[config.mk]
export PLATFORM = sky130hd
export DESIGN_NAME = page_select_and_burst_length
export DESIGN_NICKNAME = d
export VERILOG_FILES = /design/src/verilog/page_select_pkg.sv /design/src/verilog/page_select_and_burst_length.sv
export SDC_FILE = /design/constraint.sdc
export NUM_CORES = 2
export LEC_CHECK = 0
export BUFFER_PORTS_ARGS = -buffer_cell sky130_fd_sc_hd__buf_2
export CORE_UTILIZATION = 41
export CTS_CLUSTER_SIZE = 14
export DETAILED_ROUTE_END_ITERATION = 10
export MAX_ROUTING_LAYER = met4
export PLACE_DENSITY_LB_ADDON = 0.12
export SETUP_SLACK_MARGIN = 0.15
export SYNTH_ARGS = -nofsm -noshare
export SYNTH_HDL_FRONTEND = slang
export SYNTH_SLANG_ARGS = --single-unit
export TNS_END_PERCENT = 50
[constraint.sdc]
create_clock -name clk_sys -period 7.85 [get_ports clk_sys]
set_input_delay 0.785 -clock clk_sys [delete_from_list [all_inputs] [get_ports clk_sys]]
set_output_delay 0.785 -clock clk_sys [all_outputs]
set_load 0.01 [all_outputs]
[src/verilog/page_select_pkg.sv]
// Constants for the page select and burst length register bank
package page_select_pkg;
    localparam logic [6:0] OFS_BURST_HIGH = 7'h2B;
    localparam logic [6:0] OFS_BURST_LOW  = 7'h2C;
    localparam logic [6:0] OFS_BANK_SEL   = 7'h7F;
    localparam logic [6:0] OFS_CS_BASE    = 7'h00;
    localparam logic [6:0] OFS_UD_BASE    = 7'h40;
    localparam int         STATUS_BYTES   = 24;
    localparam int         BUF_BYTES      = 2 * STATUS_BYTES;
    localparam logic [4:0] CRC_BYTE_IDX   = 5'd23;
    localparam logic [4:0] CRC_LAST_IDX   = 5'd22;
    localparam logic [7:0] CRC_INIT       = 8'hFF;
    localparam logic [7:0] CRC_POLY       = 8'h1D;
    localparam int         MODE_BIT       = 7;
    localparam logic [7:0] BANK_BYTE_MASK = 8'h03;
    localparam logic [7:0] READ_ZERO      = 8'h00;

    typedef enum logic [1:0] {
        BANK_CTRL = 2'b00,
        BANK_RX   = 2'b01,
        BANK_RSVD = 2'b11,
        BANK_TX   = 2'b10
    } bank_t;
endpackage
[src/verilog/page_select_and_burst_length.sv]
// Host register pages, burst length status and channel status buffers
`timescale 1ns/1ns
module page_select_and_burst_length #(
    parameter int STATUS_BYTES = page_select_pkg::STATUS_BYTES
) (
    input  wire logic        clk_sys,
    input  wire logic        resetn,
    input  wire logic [6:0]  reg_addr,
    input  wire logic        reg_wr,
    input  wire logic        reg_rd,
    input  wire logic [7:0]  reg_wdata,
    output logic      [7:0]  reg_rdata,
    output logic             reg_rvalid,
    output logic      [1:0]  bank_sel,
    input  wire logic        rx_burst_valid,
    input  wire logic [15:0] rx_burst_length_word,
    input  wire logic        rx_buf_wr,
    input  wire logic [6:0]  rx_buf_addr,
    input  wire logic [7:0]  rx_buf_data,
    input  wire logic [6:0]  tx_rd_addr,
    output logic      [7:0]  tx_rd_data,
    output logic      [1:0]  tx_professional
);
    localparam int NBYTES = 2 * STATUS_BYTES;

    // ------------------------------------------------------------
    // Helpers
    // ------------------------------------------------------------
    // Buffer slot for an in-page address; valid flags a mapped byte
    function automatic logic [7:0] buf_slot(input logic [6:0] a, output logic valid, output logic user);
        logic [6:0] rel;
        rel   = 7'h00;
        valid = 1'b0;
        user  = 1'b0;
        if (a >= page_select_pkg::OFS_UD_BASE) begin
            rel  = a - page_select_pkg::OFS_UD_BASE;
            user = 1'b1;
        end else begin
            rel = a - page_select_pkg::OFS_CS_BASE;
        end
        valid = (32'(rel) < NBYTES);
        return {1'b0, rel};
    endfunction

    // Bits enter in transmission order: stored MSB is bit 0
    function automatic logic [7:0] crc_byte(input logic [7:0] crc, input logic [7:0] d);
        logic [7:0] c;
        logic       fb;
        c  = crc;
        fb = 1'b0;
        for (int i = 7; i >= 0; i--) begin
            fb = c[7] ^ d[i];
            c  = {c[6:0], 1'b0} ^ (fb ? page_select_pkg::CRC_POLY : page_select_pkg::READ_ZERO);
        end
        return c;
    endfunction

    // ------------------------------------------------------------
    // Storage
    // ------------------------------------------------------------
    logic [7:0]  rx_cs_r [NBYTES];
    logic [7:0]  rx_ud_r [NBYTES];
    logic [7:0]  tx_cs_r [NBYTES];
    logic [7:0]  tx_ud_r [NBYTES];
    logic [15:0] burst_len_r;
    logic [1:0]  bank_r;
    logic [7:0]  rdata_r;
    logic        rvalid_r;
    logic [7:0]  tx_data_r;
    logic [1:0]  prof_r;
    logic [4:0]  crc_idx_r;
    logic        crc_ch_r;
    logic [7:0]  crc_acc_r;
    logic [7:0]  crc_res_r [2];

    logic [7:0]  h_slot;
    logic        h_valid;
    logic        h_user;
    logic [7:0]  t_slot;
    logic        t_valid;
    logic        t_user;
    logic        h_bank_hit;

    always_comb begin
        h_slot     = buf_slot(reg_addr, h_valid, h_user);
        t_slot     = buf_slot(tx_rd_addr, t_valid, t_user);
        h_bank_hit = (reg_addr == page_select_pkg::OFS_BANK_SEL);
    end

    // ------------------------------------------------------------
    // Bank selector
    // ------------------------------------------------------------
    always_ff @(posedge clk_sys or negedge resetn) begin
        if (!resetn) begin
            bank_r <= page_select_pkg::BANK_CTRL;
        end else if (reg_wr && h_bank_hit) begin
            // Decoded ahead of the page so it is never stranded
            bank_r <= reg_wdata[1:0];
        end
    end

    // ------------------------------------------------------------
    // Burst length capture
    // ------------------------------------------------------------
    always_ff @(posedge clk_sys or negedge resetn) begin
        if (!resetn) begin
            burst_len_r <= 16'h0000;
        end else if (rx_burst_valid) begin
            burst_len_r <= rx_burst_length_word;
        end
    end

    // ------------------------------------------------------------
    // Buffers: receiver side from the decoder, transmitter side from host
    // ------------------------------------------------------------
    logic        r_valid;
    logic        r_user;
    logic [7:0]  r_slot;
    always_comb begin
        r_slot = buf_slot(rx_buf_addr, r_valid, r_user);
    end

    // Receiver writes win over host writes to the same page
    always_ff @(posedge clk_sys) begin
        if (rx_buf_wr && r_valid) begin
            if (r_user) begin
                rx_ud_r[r_slot[5:0]] <= rx_buf_data;
            end else begin
                rx_cs_r[r_slot[5:0]] <= rx_buf_data;
            end
        end else if (reg_wr && !h_bank_hit && h_valid && bank_r == page_select_pkg::BANK_RX) begin
            if (h_user) begin
                rx_ud_r[h_slot[5:0]] <= reg_wdata;
            end else begin
                rx_cs_r[h_slot[5:0]] <= reg_wdata;
            end
        end
    end

    always_ff @(posedge clk_sys) begin
        if (reg_wr && !h_bank_hit && h_valid && bank_r == page_select_pkg::BANK_TX) begin
            if (h_user) begin
                tx_ud_r[h_slot[5:0]] <= reg_wdata;
            end else begin
                tx_cs_r[h_slot[5:0]] <= reg_wdata;
            end
        end
    end

    // ------------------------------------------------------------
    // Professional mode CRC walker
    // ------------------------------------------------------------
    // One byte a cycle; a new CRC lands every 23 cycles, alternating channels,
    // so every 46 cycles per channel, and a host edit is reflected within about 69 cycles.
    logic [7:0] crc_nxt;
    always_comb begin
        crc_nxt = crc_byte(crc_acc_r, tx_cs_r[{crc_idx_r, crc_ch_r}]);
    end

    always_ff @(posedge clk_sys or negedge resetn) begin
        if (!resetn) begin
            crc_idx_r    <= 5'd0;
            crc_ch_r     <= 1'b0;
            crc_acc_r    <= page_select_pkg::CRC_INIT;
            crc_res_r[0] <= page_select_pkg::CRC_INIT;
            crc_res_r[1] <= page_select_pkg::CRC_INIT;
        end else if (crc_idx_r == page_select_pkg::CRC_LAST_IDX) begin
            crc_res_r[crc_ch_r] <= crc_nxt;
            crc_acc_r           <= page_select_pkg::CRC_INIT;
            crc_idx_r           <= 5'd0;
            crc_ch_r            <= ~crc_ch_r;
        end else begin
            crc_acc_r <= crc_nxt;
            crc_idx_r <= crc_idx_r + 5'd1;
        end
    end

    // ------------------------------------------------------------
    // Transmitter read port
    // ------------------------------------------------------------
    logic t_crc_slot;
    always_comb begin
        t_crc_slot = t_valid && !t_user && (t_slot[5:1] == page_select_pkg::CRC_BYTE_IDX);
    end

    always_ff @(posedge clk_sys or negedge resetn) begin
        if (!resetn) begin
            tx_data_r <= page_select_pkg::READ_ZERO;
            prof_r    <= 2'b00;
        end else begin
            prof_r <= {tx_cs_r[1][page_select_pkg::MODE_BIT], tx_cs_r[0][page_select_pkg::MODE_BIT]};
            if (!t_valid) begin
                tx_data_r <= page_select_pkg::READ_ZERO;
            end else if (t_user) begin
                tx_data_r <= tx_ud_r[t_slot[5:0]];
            end else if (t_crc_slot && tx_cs_r[t_slot[0]][page_select_pkg::MODE_BIT]) begin
                tx_data_r <= crc_res_r[t_slot[0]];
            end else begin
                tx_data_r <= tx_cs_r[t_slot[5:0]];
            end
        end
    end

    // ------------------------------------------------------------
    // Host read mux
    // ------------------------------------------------------------
    logic [7:0] rd_mux;
    always_comb begin
        rd_mux = page_select_pkg::READ_ZERO;
        if (h_bank_hit) begin
            rd_mux = {6'b000000, bank_r} & page_select_pkg::BANK_BYTE_MASK;
        end else begin
            case (bank_r)
                page_select_pkg::BANK_CTRL: begin
                    if (reg_addr == page_select_pkg::OFS_BURST_HIGH) begin
                        rd_mux = burst_len_r[15:8];
                    end else if (reg_addr == page_select_pkg::OFS_BURST_LOW) begin
                        rd_mux = burst_len_r[7:0];
                    end
                end
                page_select_pkg::BANK_RX: begin
                    if (h_valid) begin
                        rd_mux = h_user ? rx_ud_r[h_slot[5:0]] : rx_cs_r[h_slot[5:0]];
                    end
                end
                page_select_pkg::BANK_TX: begin
                    if (h_valid) begin
                        rd_mux = h_user ? tx_ud_r[h_slot[5:0]] : tx_cs_r[h_slot[5:0]];
                    end
                end
                default: begin
                    rd_mux = page_select_pkg::READ_ZERO;
                end
            endcase
        end
    end

    always_ff @(posedge clk_sys or negedge resetn) begin
        if (!resetn) begin
            rdata_r  <= page_select_pkg::READ_ZERO;
            rvalid_r <= 1'b0;
        end else begin
            rvalid_r <= reg_rd;
            if (reg_rd) begin
                rdata_r <= rd_mux;
            end
        end
    end

    assign reg_rdata       = rdata_r;
    assign reg_rvalid      = rvalid_r;
    assign bank_sel        = bank_r;
    assign tx_rd_data      = tx_data_r;
    assign tx_professional = prof_r;

    // ------------------------------------------------------------
    // Assertions
    // ------------------------------------------------------------
    a_bank_write_any: assert property (@(posedge clk_sys) disable iff (!resetn)
        (reg_wr && reg_addr == page_select_pkg::OFS_BANK_SEL) |=> bank_sel == $past(reg_wdata[1:0]))
        else $error("bank selector write lost");
    a_bank_upper_zero: assert property (@(posedge clk_sys) disable iff (!resetn)
        (reg_rd && reg_addr == page_select_pkg::OFS_BANK_SEL) |=> (reg_rdata[7:2] == 6'b000000 && reg_rvalid))
        else $error("bank selector upper bits not zero");
    a_burst_high_read: assert property (@(posedge clk_sys) disable iff (!resetn)
        (reg_rd && bank_sel == page_select_pkg::BANK_CTRL && reg_addr == page_select_pkg::OFS_BURST_HIGH)
        |=> reg_rdata == $past(burst_len_r[15:8]))
        else $error("burst high byte wrong");
    a_burst_low_read: assert property (@(posedge clk_sys) disable iff (!resetn)
        (reg_rd && bank_sel == page_select_pkg::BANK_CTRL && reg_addr == page_select_pkg::OFS_BURST_LOW)
        |=> reg_rdata == $past(burst_len_r[7:0]))
        else $error("burst low byte wrong");
    a_burst_capture: assert property (@(posedge clk_sys) disable iff (!resetn)
        rx_burst_valid |=> burst_len_r == $past(rx_burst_length_word))
        else $error("burst length not captured");
    a_reserved_bank: assert property (@(posedge clk_sys) disable iff (!resetn)
        (reg_rd && bank_sel == page_select_pkg::BANK_RSVD && reg_addr != page_select_pkg::OFS_BANK_SEL)
        |=> reg_rdata == page_select_pkg::READ_ZERO)
        else $error("reserved bank read not zero");
    // Triggered by a byte 0 write so unwritten buffer contents never reach the compare
    a_tx_mode_bit: assert property (@(posedge clk_sys) disable iff (!resetn)
        (reg_wr && bank_sel == page_select_pkg::BANK_TX && reg_addr == page_select_pkg::OFS_CS_BASE)
        |=> ##1 tx_professional[0] == $past(reg_wdata[page_select_pkg::MODE_BIT], 2))
        else $error("professional flag wrong");
    a_crc_insert: assert property (@(posedge clk_sys) disable iff (!resetn)
        (tx_rd_addr == 7'({page_select_pkg::CRC_BYTE_IDX, 1'b0}) && tx_cs_r[0][page_select_pkg::MODE_BIT])
        |=> tx_rd_data == $past(crc_res_r[0]))
        else $error("CRC not inserted in byte 23");
    a_rx_bank_read: assert property (@(posedge clk_sys) disable iff (!resetn)
        (reg_rd && bank_sel == page_select_pkg::BANK_RX && reg_addr == 7'h01) |=> reg_rdata == $past(rx_cs_r[1]))
        else $error("receiver buffer read wrong");
endmodule

==> results.md <==
* Sequential cell area fraction in the yosys report at 0.661
* Routed len/inst at 39.0 µm
* RSZ-0062 raised after global routing: no
* CTS root buf: clkbuf_16
* Initial antenna violation count at 18
* Total of cells resized after clock tree synthesis at 0
* CP Launch Type: register
* Total track usage at 0.311
* Fmax achieved at 0.210 GHz
* Critical Path Start: bank_sel[1]
* Period Utilization, post-route at 0.607
* First-pass GRT wire length at 375000 µm
* Int Power at 14.4 mW
* CTS clk-pin slew, worst paths at 60 ps
* Nets at 4554
* Vias at 46.8k
* Status: finished, final reports clean
* Switching share of power at 0.242
* Num CTS Buffers at 171
* Gate power share at 0.079
* Combined buffer and inverter count along the critical path at 0
* Number of synthesized flops with an enable pin at 1536
* Post-Place Cell Area at 75700 µm²
* Share of cells above drive strength 1 at 0.247
* Pwr/cell area at 234 nW/µm²
* Vias in the first global route at 45.5k
* Net Sw Power at around 4.6 mW
* Footprint of the multi-input gates at 23100 µm²
* WS Path Type: reg2reg
* Critical path cell sequence: nand2b_1 -> nor3_1 -> nand2_1 -> o21ai_0 -> nand3_1 -> nor2b_1
* Longest Clk Path Bufs at 3
* Worst-skew pair later-pin latency at 810 ps
* Crit Reg-Reg Startpoint: bank_sel[1]
* Hold crit path type: in2reg
* Register area at around 48000 µm²
* Clock sinks at approximately 1.6k
* CP max stage delay at 1110 ps
* Slowest cell on crit path: nor2b_1
* Setup tns final at 0 ps
* Die W at 422 µm
* CTS tree: yes
* Worst Clk Skew at 24.5 ps
* Synth-to-layout area growth at 12.3%
* Worst vdd ir at 0.210 mV
* Synth cell types at a little over 80
* WP data required at 8250 ps
* Row count at 153
* DIE HEIGHT at 422 µm
* Final hold violations at 0
* Mapped cell area at 72300 µm²
* Max Transition Viols Final at 0
* Critical path's top delay family: simple AND/OR/NAND/NOR gates
* Minimum clock period at 4770 ps
* Pleak at roughly 26 nW
* DR pass1 iterations at 6
* Mapped Cells at 4419
* Most frequent cells in the layout: 1536 x edfxtp_1, 381 x mux4_2, 301 x nor2_1, 226 x nand2_1, 186 x mux2i_1
* DRC at 0
* Port bufs at 79
* Max cap viols at 0
* Synth warn at 0
* Max-Slew Margin vs Limit at 0.109
* Async SR Flop Fraction at 0.0418
* Via density at around 6.7
* Post-route cell area at 81200 µm²
* Hold_sp: rx_burst_length_word[7]
* Die ar. at ~180000 µm²
* Pin count of the biggest net entering global routing at roughly 110
* Main synth FF type: edfxtp_1
* Hpwl dp at roughly 170000 µm
* Starting Density at 0.414
* Finish-stage setup viols at 0
* Hold Buf Count CTS at 1
* Routed WL at 272000 µm
* Overflow after GRT at 0
* Crit path capture type: register
* Worst Tran Pin Value at between 1000 and 1500 ps
* Highest net fanout along the worst path at 23
* Fillers at 15.0k
* Htree depth at 4
* Core ar. at about 170000 µm²
* Post-CTS Setup Inserts at 0
* Crit path DAT at 5170 ps
* Clock Power Share at 0.421
* Syn nets at between 4k and 5k
* Commonest non-fill, non-tap cell in the layout: edfxtp_1
* GP Congestion at 0.928
* Io pins at 80
* Seq pwr share at 0.500
* Initial DRC Count at 7104
* DRT antenna net count at 0
* #FFs+latches synth at 1603
* Avg Cell Area, Syn at 16.4 µm²
-- per-layer routing --
metal | share of wire | track usage
met2 | 0.47 | 0.479
met1 | 0.39 | 0.401
met3 | 0.089 | 0.0555
met4 | 0.052 | 0.143
met5 | 0 | -
-- worst paths after layout --
kind | to | cells past startpoint | slack (ps)
setup / recovery | rx_cs_r[45][2] | 6 | 3080
hold / removal | burst_len_r[7] | 2 | 210
setup reg to reg | rx_cs_r[45][2] | 6 | 3080
hold reg to reg | tx_professional[0] | 0 | 440
max in group asynchronous | crc_ch_r | 3 | 6330
min in group asynchronous | tx_professional[1] | 2 | 430
-- final cells by class --
cell class,count,area share
Antenna cell,18,0.000554
Clock buffer,215,0.0559
Clock inverter,98,0.0112
Inverter,18,0.000924
Multi-Input combinational cell,2449,0.284
Sequential cell,1603,0.589
Tap cell,2325,0.0358
Timing Repair Buffer,250,0.0227
-- metrics by stage --
stage | total power [mW] | setup WS, ps | hold slack, ps | cells | utilization
after floorplan | 10.4 | 4450 | 394 | 4419 | -
after global placement | 11.2 | 2640 | 441 | 6643 | 0.434
after detailed placement | 11.2 | 2740 | 433 | 6644 | 0.434
after CTS | 19.1 | 3280 | 150 | 6958 | 0.465
after global routing | 19.4 | 3160 | 181 | 6969 | 0.465
final | 19.0 | 3080 | 209 | 6976 | 0.465
-- registers in the layout (all words and copies together), names as in the netlist --
register / count
rx_cs_r: 384
rx_ud_r: 384
tx_cs_r: 384
tx_ud_r: 384
burst_len_r: 16
crc_res_r: 16
crc_acc_r: 8
reg_rdata: 8
tx_rd_data: 8
crc_idx_r: 5
bank_sel: 2
tx_professional: 2
crc_ch_r: 1
reg_rvalid: 1
-- kinds of logic (layout without fill, tap and decap cells) --
group	Yosys count	count (layout)	share of synthesized area
simple gates	722	722	0.0434
fa+ha+maj	2	2	0.000346
other cells	0	18	0
xor+xnor	26	26	0.00387
mux	755	755	0.174
compound gates	944	944	0.0948
buf+inv	367	581	0.0222
flops	1603	1603	0.661
-- power by group through the flow --
stage | clock network (mW) | logic (mW) | registers [mW]
final | 8.02 | 1.51 | 9.51
after detailed placement | 0 | 1.48 | 9.69
after CTS | 8.08 | 1.48 | 9.51
after global placement | 0 | 1.48 | 9.69
after global routing | 8.38 | 1.55 | 9.52
after floorplan | 0 | 0.761 | 9.68
-- Yosys cell counts, types with 23 or more instances --
| cell type | number | area [µm²] |
|---|---|---|
| mux2i_1 | 186 | 1860 |
| nand2_1 | 236 | 886 |
| a22oi_1 | 185 | 1390 |
| a21oi_1 | 147 | 736 |
| nor2_1 | 306 | 1150 |
| o22ai_1 | 25 | 156 |
| a22o_1 | 25 | 219 |
| o221ai_1 | 38 | 333 |
| nand3_1 | 47 | 235 |
| dfstp_2 | 24 | 631 |
| dfrtp_1 | 43 | 1080 |
| o211ai_1 | 49 | 368 |
| edfxtp_1 | 1536 | 46100 |
| o2bb2ai_1 | 24 | 210 |
| buf_2 | 72 | 360 |
| mux4_2 | 381 | 8580 |
| clkbuf_1 | 195 | 732 |
| mux2_2 | 184 | 2070 |
| a221oi_1 | 151 | 1320 |
| a221o_1 | 55 | 551 |
| o21ai_0 | 125 | 626 |
| buf_1 | 68 | 255 |
| nor2b_1 | 23 | 144 |
No activity file was read; power rests on OpenSTA's default activity.
